==> src/rtl/pmsc_defs.svh <==
// Constants for the pipeline memory stall control block.
// Assumes inclusion by bare name from the package and the design module.
`ifndef PMSC_DEFS_SVH
`define PMSC_DEFS_SVH

// ----------------------------------------------------------------
// Pipeline geometry
// ----------------------------------------------------------------
`define PMSC_BRANCH_DELAY_SLOTS 3'h5
`define PMSC_NOP_CNT_W 4
`define PMSC_NUM_BANKS 4
`define PMSC_BANK_LSB 1
`define PMSC_BANK_MSB 2
`define PMSC_ADDR_W 32
`define PMSC_SPACE_W 2

`endif

==> src/rtl/pmsc_pkg.sv <==
// Types for the pipeline memory stall control block.
// Assumes the constants header is on the include path.
`include "pmsc_defs.svh"

package pmsc_pkg;

  // ----------------------------------------------------------------
  // Access sizes
  // ----------------------------------------------------------------
  typedef enum logic [1:0] {
    PMSC_SIZE_BYTE,
    PMSC_SIZE_HALF,
    PMSC_SIZE_WORD
  } pmsc_size_t;

  // ----------------------------------------------------------------
  // Phase of a memory access sequence
  // ----------------------------------------------------------------
  typedef enum logic [2:0] {
    PMSC_PH_ADDR_GEN,
    PMSC_PH_ADDR_SEND,
    PMSC_PH_MEM_ACCESS,
    PMSC_PH_RECEIVE,
    PMSC_PH_DELIVER
  } pmsc_phase_t;

endpackage

==> src/rtl/pmsc_stall_ctrl.sv <==
// Stall and timing control for the fixed-point pipeline memory accesses.
// Assumes one clock, synchronous inputs, and memories that report ready.
`timescale 1ns/1ps
`include "pmsc_defs.svh"

module pmsc_stall_ctrl
  import pmsc_pkg::*;
#(
  parameter int ADDR_W = `PMSC_ADDR_W,
  parameter int SPACE_W = `PMSC_SPACE_W,
  parameter int NUM_BANKS = `PMSC_NUM_BANKS,
  parameter int NOP_CNT_W = `PMSC_NOP_CNT_W
)
(
  // Clock and reset
  input wire logic clk_i,
  input wire logic sys_rst_i,
  // Fetch side
  input wire logic fetch_req_i,
  input wire logic fetch_mem_ready_i,
  // Data port A, first access of a parallel pair
  input wire logic load_a_valid_i,
  input wire logic [ADDR_W-1:0] load_a_addr_i,
  input wire logic [SPACE_W-1:0] load_a_space_i,
  input wire pmsc_size_t load_a_size_i,
  // Data port B, second access of a parallel pair
  input wire logic load_b_valid_i,
  input wire logic [ADDR_W-1:0] load_b_addr_i,
  input wire logic [SPACE_W-1:0] load_b_space_i,
  input wire pmsc_size_t load_b_size_i,
  input wire logic data_mem_ready_i,
  // Issue side
  input wire logic packet_issue_i,
  input wire logic branch_issue_i,
  input wire logic nop_issue_i,
  input wire logic [NOP_CNT_W-1:0] nop_count_i,
  // Pipeline control
  output logic pipe_advance_o,
  output logic mem_stall_o,
  output logic bank_stall_o,
  output logic issue_hold_o,
  output logic branch_target_e1_o,
  // Fetch phase flags
  output logic fetch_address_generate_phase_o,
  output logic fetch_address_send_phase_o,
  output logic fetch_access_wait_phase_o,
  output logic fetch_packet_receive_phase_o,
  output logic dispatch_phase_o,
  // Data phase flags
  output logic execute_phase_one_o,
  output logic data_addr_send_o,
  output logic execute_phase_three_o,
  output logic execute_phase_four_o,
  output logic execute_phase_five_o,
  // Bank strobes
  output logic [NUM_BANKS-1:0] bank_a_sel_o,
  output logic [NUM_BANKS-1:0] bank_b_sel_o,
  output logic bank_a_access_o,
  output logic bank_b_access_o
);

  // ----------------------------------------------------------------
  // State
  // ----------------------------------------------------------------
  typedef struct packed {
    logic [4:0] fetch_ph;
    logic [4:0] load_ph;
    logic b_second;
    logic a_done;
    logic [NUM_BANKS-1:0] sel_a;
    logic [NUM_BANKS-1:0] sel_b;
    logic [SPACE_W-1:0] space_a;
    logic [SPACE_W-1:0] space_b;
    logic b_valid;
    logic [NOP_CNT_W-1:0] nop_left;
    logic [2:0] br_slots;
    logic br_fire;
  } pmsc_state_t;

  pmsc_state_t st;
  pmsc_state_t next_st;

  logic [NUM_BANKS-1:0] dec_a;
  logic [NUM_BANKS-1:0] dec_b;
  logic same_bank;
  logic mem_stall;
  logic bank_stall;
  logic advance;

  // ----------------------------------------------------------------
  // Bank decode
  // ----------------------------------------------------------------
  function automatic logic [NUM_BANKS-1:0] bank_decode(
    input logic [ADDR_W-1:0] addr,
    input pmsc_size_t size
  );
    logic [NUM_BANKS-1:0] one;
    int unsigned idx;
    one = '0;
    idx = int'(addr[`PMSC_BANK_MSB:`PMSC_BANK_LSB]);
    one[idx % NUM_BANKS] = 1'b1;
    if (size == PMSC_SIZE_WORD)
    begin
      one[(idx + 1) % NUM_BANKS] = 1'b1;
    end
    return one;
  endfunction

  assign dec_a = bank_decode(load_a_addr_i, load_a_size_i);
  assign dec_b = bank_decode(load_b_addr_i, load_b_size_i);

  // ----------------------------------------------------------------
  // Stall sources
  // ----------------------------------------------------------------
  // Conflict only inside one memory space, on the access phase
  assign same_bank = st.load_ph[2] && st.b_valid && !st.b_second
                     && (st.space_a == st.space_b)
                     && ((st.sel_a & st.sel_b) != '0);
  assign bank_stall = same_bank;
  // Ready is looked at only in fetch wait and execute phase three
  assign mem_stall = (st.fetch_ph[2] && !fetch_mem_ready_i)
                     || (st.load_ph[2] && !data_mem_ready_i);
  assign advance = !mem_stall && !bank_stall;

  // ----------------------------------------------------------------
  // Next state
  // ----------------------------------------------------------------
  always_comb
  begin
    next_st = st;
    next_st.br_fire = 1'b0;
    if (advance)
    begin
      // Fetch sequence: generate, send, wait, receive, dispatch
      next_st.fetch_ph = {st.fetch_ph[3:0], fetch_req_i};
      // Load sequence: execute phases one through five
      next_st.load_ph = {st.load_ph[3:0], load_a_valid_i || load_b_valid_i};
      if (st.load_ph[2])
      begin
        next_st.b_second = 1'b0;
      end
      if (load_a_valid_i || load_b_valid_i)
      begin
        next_st.sel_a = load_a_valid_i ? dec_a : '0;
        next_st.sel_b = dec_b;
        next_st.space_a = load_a_space_i;
        next_st.space_b = load_b_space_i;
        next_st.b_valid = load_a_valid_i && load_b_valid_i;
        if (!load_a_valid_i)
        begin
          next_st.sel_a = dec_b;
          next_st.space_a = load_b_space_i;
        end
      end
      // Branch delay slots count down, target enters phase one after five
      if (st.br_slots != 3'h0)
      begin
        next_st.br_slots = 3'(st.br_slots - 3'h1);
        if (st.br_slots == 3'h1)
        begin
          next_st.br_fire = 1'b1;
          next_st.nop_left = '0;
        end
      end
      else if (st.nop_left != '0)
      begin
        next_st.nop_left = NOP_CNT_W'(st.nop_left - 1'b1);
      end
      if (branch_issue_i)
      begin
        next_st.br_slots = `PMSC_BRANCH_DELAY_SLOTS;
      end
      if (nop_issue_i && nop_count_i > NOP_CNT_W'(1) && !(st.br_slots == 3'h1))
      begin
        next_st.nop_left = NOP_CNT_W'(nop_count_i - 1'b1);
      end
    end
    else if (bank_stall)
    begin
      // First access done now, second takes the extra cycle
      next_st.b_second = 1'b1;
    end
  end

  always_ff @(posedge clk_i)
  begin
    if (sys_rst_i)
    begin
      st <= '0;
    end
    else
    begin
      st <= next_st;
    end
  end

  // ----------------------------------------------------------------
  // Outputs
  // ----------------------------------------------------------------
  assign pipe_advance_o = advance;
  assign mem_stall_o = mem_stall;
  assign bank_stall_o = bank_stall;
  assign issue_hold_o = (st.nop_left != '0) && !st.br_fire;
  assign branch_target_e1_o = st.br_fire;
  assign fetch_address_generate_phase_o = st.fetch_ph[0];
  assign fetch_address_send_phase_o = st.fetch_ph[1];
  assign fetch_access_wait_phase_o = st.fetch_ph[2];
  assign fetch_packet_receive_phase_o = st.fetch_ph[3];
  assign dispatch_phase_o = st.fetch_ph[4];
  assign execute_phase_one_o = st.load_ph[0];
  assign data_addr_send_o = st.load_ph[1];
  assign execute_phase_three_o = st.load_ph[2];
  assign execute_phase_four_o = st.load_ph[3];
  assign execute_phase_five_o = st.load_ph[4];
  assign bank_a_sel_o = st.sel_a;
  assign bank_b_sel_o = st.sel_b;
  assign bank_a_access_o = st.load_ph[2] && !st.b_second;
  assign bank_b_access_o = st.load_ph[2] && st.b_valid && (st.b_second || !same_bank);

endmodule

==> config.mk <==
export PLATFORM = sky130hd
export DESIGN_NAME = pmsc_stall_ctrl
export DESIGN_NICKNAME = d
export VERILOG_FILES = /design/src/rtl/pmsc_pkg.sv /design/src/rtl/pmsc_stall_ctrl.sv
export VERILOG_INCLUDE_DIRS = /design/src /design/src/rtl
export SDC_FILE = /design/constraint.sdc
export NUM_CORES = 1
export LEC_CHECK = 0
export BUFFER_PORTS_ARGS = -buffer_cell sky130_fd_sc_hd__buf_2
export CAP_MARGIN = 40
export CORE_ASPECT_RATIO = 2
export CORE_MARGIN = 2
export CORE_UTILIZATION = 45
export CTS_CLUSTER_SIZE = 8
export DETAILED_ROUTE_END_ITERATION = 10
export GPL_TIMING_DRIVEN = 0
export PLACE_DENSITY = 0.83
export RECOVER_POWER = 50
export SYNTH_ARGS = -nofsm -noshare
export SYNTH_HDL_FRONTEND = slang
export SYNTH_SLANG_ARGS = --single-unit
==> constraint.sdc <==
create_clock -name clk_i -period 5.2 [get_ports clk_i]
set_input_delay 1.04 -clock clk_i [delete_from_list [all_inputs] [get_ports clk_i]]
set_output_delay 1.04 -clock clk_i [all_outputs]
set_load 0.02 [all_outputs]
# After elaboration in Yosys (flattened, before gate mapping)
# Cells that the tools add are included.
# word_totals
reg_bits	32
wordCells	96
input_bits	86
# classes
add_sub_neg	5
eq_ne	6
mux	22
n_bitwise	5
n_lt_le_gt_ge	9
reduce_logical	38
# op_table
operator	count
2-to-1 mux 4 bit	8
logical AND 1 bit	17
< comparator 2 x 3 -> 1 bit, second input constant	4
demux 1 bit (select 2 bit)	4
>= comparator 2 x 1 -> 1 bit, second input constant	4
2-to-1 mux 1 bit	8
bitwise OR 4 bit	2
nonzero test 4 bit	2
subtractor 4 x 1 -> 4 bit, second input constant	2
logical NOT 1 bit	7
AND reduction 2 bit	3
nonzero test 3 bit	2
adder 2 x 1 -> 2 bit, second input constant	2
AND 4 bit	1
== test 2 bit, second input constant	2
greater-than comparator 4 x 1 -> 1 bit, second input constant	1
nonzero test 2 bit	2
== test 3 x 1 -> 1 bit, second input constant	1
logical OR 1 bit	3
2-to-1 mux 3 bit	1
!= test 3 x 1 -> 1 bit, second input constant	1
AND reduction 3 bit	1
OR reduction 3 bit	1
subtractor 3 x 1 -> 3 bit, second input constant	1
4 further kinds	5

# Logic depth before layout (Yosys ltp)
# Gate-level depths: netlist of the first run.
# logic_depth
ltp_word	8
ltp_mapped	8
mapped_depth_nobuf	7

# Least setup slack after synthesis of the first run
# No wires, ideal clock.
# synth_path
path_kind	input -> output
start	in fetch_mem_ready_i
end	out pipe_advance_o
arrival_time_ns	1.984
n_path_buf	2
slack_ns	2.176
required_ns	4.160
stages	5
cell_sequence	o22ai_1 a21o_1 buf_6 inv_6 buf_12
# synth_via
elab_chain_len	5
# synth_lines
element	line_no	source
start: declaration	pmsc_stall_ctrl.sv:20	input wire logic fetch_mem_ready_i,
logical NOT 1 bit	pmsc_stall_ctrl.sv:121	assign mem_stall = (st.fetch_ph[2] && !fetch_mem_ready_i)
logical AND 1 bit	pmsc_stall_ctrl.sv:121	
logical OR 1 bit	pmsc_stall_ctrl.sv:122	|| (st.load_ph[2] && !data_mem_ready_i);
logical NOT 1 bit	pmsc_stall_ctrl.sv:123	assign advance = !mem_stall && !bank_stall;
logical AND 1 bit	pmsc_stall_ctrl.sv:123	
end: declaration	pmsc_stall_ctrl.sv:38	output logic pipe_advance_o,
# Every way passes these cells.

# Final worst setup path of the first run
# Ends and elaborated chain as after synthesis.

==> results.yml, run 1 <==
run_status:
  status: "finished clean"
synth:
  synth-simple-area-share: 0.127
  yosysUniqueCellTypes: 35
  synthAdderAreaFrac: 0.0762
  synth_compound_gate_area_share: 0.172
  synthMuxAreaShare: 0.133
  synth.yosys.seq_area_share: 0.355
  synthXorXnorAreaFrac: 0.0291
  syn_nets: 296
  syn_area_um2: 1810
  synth_seq_cells: 32
  avgSynthCellArea_um2: 9.08
  synth_cells: 199
  synth_top_family_by_area: "compound AO/OA/AOI/OAI gates"
  yosysWarnings: 0
drt:
  ant_nets: 0
  drt_iter0_drc: 24
  vias: 1570
  wl_per_cell_um: 13.3
  dr.pass1.iters: 4
  wirelength_um: 4060
  routed_via_density: 5.15
  drc: 0
finish:
  instances_no_fill: 305
  syn_to_final_growth_pct: 19.3
  n_antenna_cell: 0
  fin_nets: 351
  layout-drive-gt1-share: 0.244
  largest_reg_flops: 13
  top_register: "st"
grt:
  grt_pass1_vias: 1542
  grt_pass1_wl_um: 6620
  grt_usage: 0.188
  antenna_found_initial: 0
  grt_start_max_net_pins: 11
  grt_overflow: 0
setup_path:
  crit_path_frequent_cell: "buf_2"
  path_buf_inv: 5
  worstPathRequired_ns: 4.16
  setup.worst_path.start_class: "primary input"
  cp_max_fo: 10
  critPathTopFamily: "buffers and inverters"
  cp-end-kind: "primary output"
  path_cells: "buf_2 > o22ai_1 > a21o_1 > clkbuf_1 > clkinvlp_2 > buf_12 > buf_2"
  critical_path_class: "in2out"
  crit_arrival_ns: 2.99
  slowest_stage: "clkinvlp_2"
  slowest_delay_ns: 0.56
power:
  power_leakage_nw: 1.06
  peakVddDrop_v: 0.000168
  power_mw: 0.617
  power.density_nw_per_um2: 286
place:
  hpwl_um: 3240
  dp_slack_ns: 2.09
  gp_congestion: 0.776
  dpl.cell_count: 298
  port_buffers: 48
floorplan:
  start_util: 0.470
  fp.dieH_um: 93.6
  rows: 32
  dieArea_um2: 4570
  io-pin-count: 111
  fp.dieW_um: 48.8
  core_area_um2: 3840
clock_tree:
  cts_resized: 0
  numClockSinks: 32
  clk_latency_ns: 0.28
  cts_tree: "done"
  cts_made_buffers: 5
  cts_root_buf: "clkbuf_8"
  cts_max_path_buffers: 2
  path_clk_slew_ns: 0.06
  ctsHoldBuffers: 0
  cts_max_level: 2
  post_cts_buffers: 0
sta:
  worstMarginPinSlew_ns: 0.655
  slew_violations: 0
  rsz0062_at_grt: "no"
  fin_crit_sh: 0.774
  finalSetupTns_ns: 0
  final_hold_viol_count: 0
  skew_ns: 0.00660
  maxSlewHeadroom: 0.561
  fin_crit_ns: 4.03
  clock.fmax_mhz: 248
  setup_slack_ns: 1.17
  setup_viol_count_final: 0
run:
  max-cap-violations: 0
hold_path:
  hold_path.class: "reg2reg"
-- layout make-up --
class	instances	area, um2
fill	389	1690
multi-input combinational	136	971
sequential	32	641
timing repair buffer	48	226
buffer	17	121
clock buffer	6	72.6
tap	51	63.8
inverter	14	53.8
clock inverter	1	5.00
-- Yosys cell counts --
master,n,area share
nand4b_1,3,0.015
a211oi_2,3,0.021
and2_2,1,0.0042
a31oi_1,2,0.0069
a22oi_1,2,0.0083
a211o_1,1,0.0048
o41ai_1,1,0.0048
ha_1,11,0.076
o31ai_2,1,0.0069
buf_6,2,0.012
a21o_1,1,0.0042
clkbuf_1,4,0.0083
nand2_1,4,0.0083
nor2b_1,3,0.010
nand3_1,2,0.0055
dfxtp_1,32,0.35
xor2_1,4,0.019
a21oi_1,14,0.039
o221a_2,2,0.012
buf_8,1,0.0083
inv_6,1,0.0048
nor2_2,1,0.0035
o21ai_0,2,0.0055
buf_4,8,0.033
buf_2,1,0.0028
a311oi_1,1,0.0048
nor3_1,3,0.0083
buf_12,1,0.011
a211oi_1,11,0.046
inv_1,13,0.027
o31ai_1,1,0.0042
o22ai_1,1,0.0035
nor2_1,35,0.073
mux2i_1,24,0.13
xnor2_1,2,0.0097
-- worst paths after layout --
check,startpoint,to,slack (ns),cells after the start
max,fetch_mem_ready_i,pipe_advance_o,1.17,7
min,st[8],st[8],0.49,2
max reg2reg,bank_a_sel_o[1],fetch_address_generate_phase_o,2.56,8
min reg2reg,st[8],st[8],0.49,2
-- metal layers --
metal / wire, um / GRT usage
met3: 144 / 0.0351
met1: 1460 / 0.169
met5: 0 / 0
met2: 2320 / 0.366
met4: 144 / 0.124
-- cells by family after synthesis --
| logic type | Yosys count |
|---|---|
| compound gates | 43 |
| buf+inv | 31 |
| xor+xnor | 6 |
| mux | 24 |
| fa+ha+maj | 11 |
| simple gates | 52 |
| flops | 32 |
-- cell usage in the layout (no fill, tap or decap), types with 2 or more instances in the layout --
master and n:
nor2b_1 3, xor2_1 4, o21ai_0 2, buf_2 37, xnor2_1 2, buf_4 8, ha_1 11, nand4b_1 3
nand2_1 4, clkbuf_1 19, a211oi_1 11, inv_1 13, nor2_1 35, nand3_1 2, a21oi_1 14, clkbuf_8 5
a31oi_1 2, mux2i_1 24, nor3_1 3, a22oi_1 2, o221a_2 2, dfxtp_1 32, a211oi_2 3
-- stage by stage --
stage                     utilization  hold WS, ns  instance area [um2]
final                           0.561        0.486                 2150
after global routing            0.561        0.522                 2150
after CTS                       0.569        0.488                 2190
after detailed placement        0.549        0.480                 2110
after global placement          0.549        0.470                 2110
after floorplan                     -        0.454                 1810
-- report_power, final --
part,switching (mW),internal [mW]
Sequential,0.0180,0.265
Combinational,0.0890,0.0684
Clock,0.0851,0.0907
-- tightest hold or removal path: cells and delay by family (launching register included) --
family	cells	cell delay, ns
compound gates	2	0.13
flops	1	0.31
Power figures use the tool's default switching activity.
==> inputs of run 2 (changes only) <==
--- a/config.mk
+++ b/config.mk
@@ -10,11 +10,11 @@
 export CAP_MARGIN = 40
 export CORE_ASPECT_RATIO = 2
 export CORE_MARGIN = 2
-export CORE_UTILIZATION = 45
+export CORE_UTILIZATION = 43
 export CTS_CLUSTER_SIZE = 8
 export DETAILED_ROUTE_END_ITERATION = 10
 export GPL_TIMING_DRIVEN = 0
-export PLACE_DENSITY = 0.83
+export PLACE_DENSITY = 0.8
 export RECOVER_POWER = 50
 export SYNTH_ARGS = -nofsm -noshare
 export SYNTH_HDL_FRONTEND = slang
==> constraint.sdc (replaced) <==
create_clock -name clk_i -period 4.2 [get_ports clk_i]
set_input_delay 0.84 -clock clk_i [delete_from_list [all_inputs] [get_ports clk_i]]
set_output_delay 0.84 -clock clk_i [all_outputs]
set_load 0.02 [all_outputs]
==> results.yml, run 2 (same netlist as run 1, synthesis figures left out) <==
power:
  power_mw: 0.830
  peakVddDrop_v: 0.000236
  power.density_nw_per_um2: 381
  power_leakage_nw: 1.07
floorplan:
  dieArea_um2: 4770
  io-pin-count: 111
  rows: 33
  start_util: 0.447
  fp.dieH_um: 95.7
  fp.dieW_um: 49.8
  core_area_um2: 4050
sta:
  setup_viol_count_final: 0
  worstMarginPinSlew_ns: 0.668
  maxSlewHeadroom: 0.552
  fin_crit_ns: 3.12
  holdWs_ns: 0.493
  final_hold_viol_count: 0
  rsz0062_at_grt: "no"
  skew_ns: 0.00442
  slew_violations: 0
  fin_crit_sh: 0.742
  clock.fmax_mhz: 321
  finalSetupTns_ns: 0
clock_tree:
  cts_made_buffers: 5
  ctsHoldBuffers: 0
  cts_tree: "done"
  cts_max_level: 2
  cts_max_path_buffers: 2
  numClockSinks: 32
  path_clk_slew_ns: 0.07
  cts_root_buf: "clkbuf_8"
  post_cts_buffers: 0
  cts_resized: 0
  clk_latency_ns: 0.28
setup_path:
  r2r-start: "bank_a_sel_o[1]"
  rr_endpoint: "bank_b_sel_o[1]"
  critical_path_class: "in2out"
  crit_end: "pipe_advance_o"
  crit_arrival_ns: 2.28
  setup.worst_path.start_class: "primary input"
  cp_max_fo: 10
  worstPathRequired_ns: 3.36
  crit_start: "fetch_mem_ready_i"
  reg2reg_slack_ns: 1.96
  cp-end-kind: "primary output"
  r2r_cells: 7
run_status:
  status: "finished clean"
drt:
  dr.pass1.iters: 4
  routed_via_density: 5.20
  wl_per_cell_um: 13.3
  wirelength_um: 4080
  drt_iter0_drc: 33
  vias: 1595
  drc: 0
  ant_nets: 0
grt:
  grt_usage: 0.186
  grt_overflow: 0
  grt_pass1_vias: 1584
  grt_pass1_wl_um: 6730
  antenna_found_initial: 0
  grt_start_max_net_pins: 11
place:
  place_area_um2: 2110
  gp_congestion: 0.823
  port_buffers: 48
  hpwl_um: 3260
finish:
  top_register: "st"
  syn_to_final_growth_pct: 20.6
  fin_nets: 351
  n_antenna_cell: 0
  layout-drive-gt1-share: 0.243
  finish.utilization: 0.538
  largest_reg_flops: 13
  layout_common_cells: "37 x buf_2, 35 x nor2_1, 32 x dfxtp_1"
  fin_area_um2: 2180
  final_common_cell: "buf_2"
hold_path:
  hold_path.class: "reg2reg"
run:
  max-cap-violations: 0
-- run 2: cell types whose count changed in the layout (fill, tap and decap cells not counted), sizes merged --
cell / previous run / this run
clkinvlp: 1 / 0
buf: 47 / 46
clkbuf: 24 / 25
bufinv: 0 / 1
inv: 13 / 14
-- run 2: worst min path at each step --
stage | from | to | slack [ns] | cells after the start
6_report | st[8] | st[8] | 0.49 | 2
3_3_place_gp | st[8] | st[8] | 0.47 | 2
2_1_floorplan | st[8] | st[8] | 0.45 | 2
5_1_grt | st[8] | st[8] | 0.52 | 2
4_1_cts | st[8] | st[8] | 0.49 | 2
3_5_place_dp | st[8] | st[8] | 0.48 | 2
-- run 2: power breakdown --
group          switching [mW]  total (mW)  internal, mW
registers              0.0228       0.351         0.328
logic                   0.111       0.194        0.0835
clock network           0.109       0.285         0.176
total                   0.242       0.830         0.587
-- run 2: layer usage --
metal / vias up / wire (um) / share of wire / GRT usage
met1: 738 / 1440 / 0.35 / 0.168
met3: 10 / 148 / 0.036 / 0.0266
li1: 793 / - / - / -
met2: 54 / 2360 / 0.58 / 0.370
met4: 0 / 124 / 0.030 / 0.118
met5: - / 0 / 0 / 0
-- run 2: per-stage QoR --
step | setup slack (ns) | instances
floorplan | 1.58 | 199
global placement | 1.46 | 299
detailed placement | 1.46 | 299
CTS | 1.46 | 307
global route | 0.954 | 307
finish | 1.08 | 307
-- run 2: critical path, stage by stage --
cell,delay (ns)
buf_2,0.10
o22ai_1,0.28
a21o_1,0.12
clkbuf_1,0.48
inv_6,0.12
buf_12,0.18
buf_2,0.15
-- run 2: cell type report --
class	instances	area [um2]
plain buffers	17	110
clock buffers	6	72.6
clock inverters	2	35.0
fillers	411	1870
inverters	14	57.6
multi-input cells	136	971
flip-flops and latches	32	641
well taps	52	65.1
repair buffers	48	226
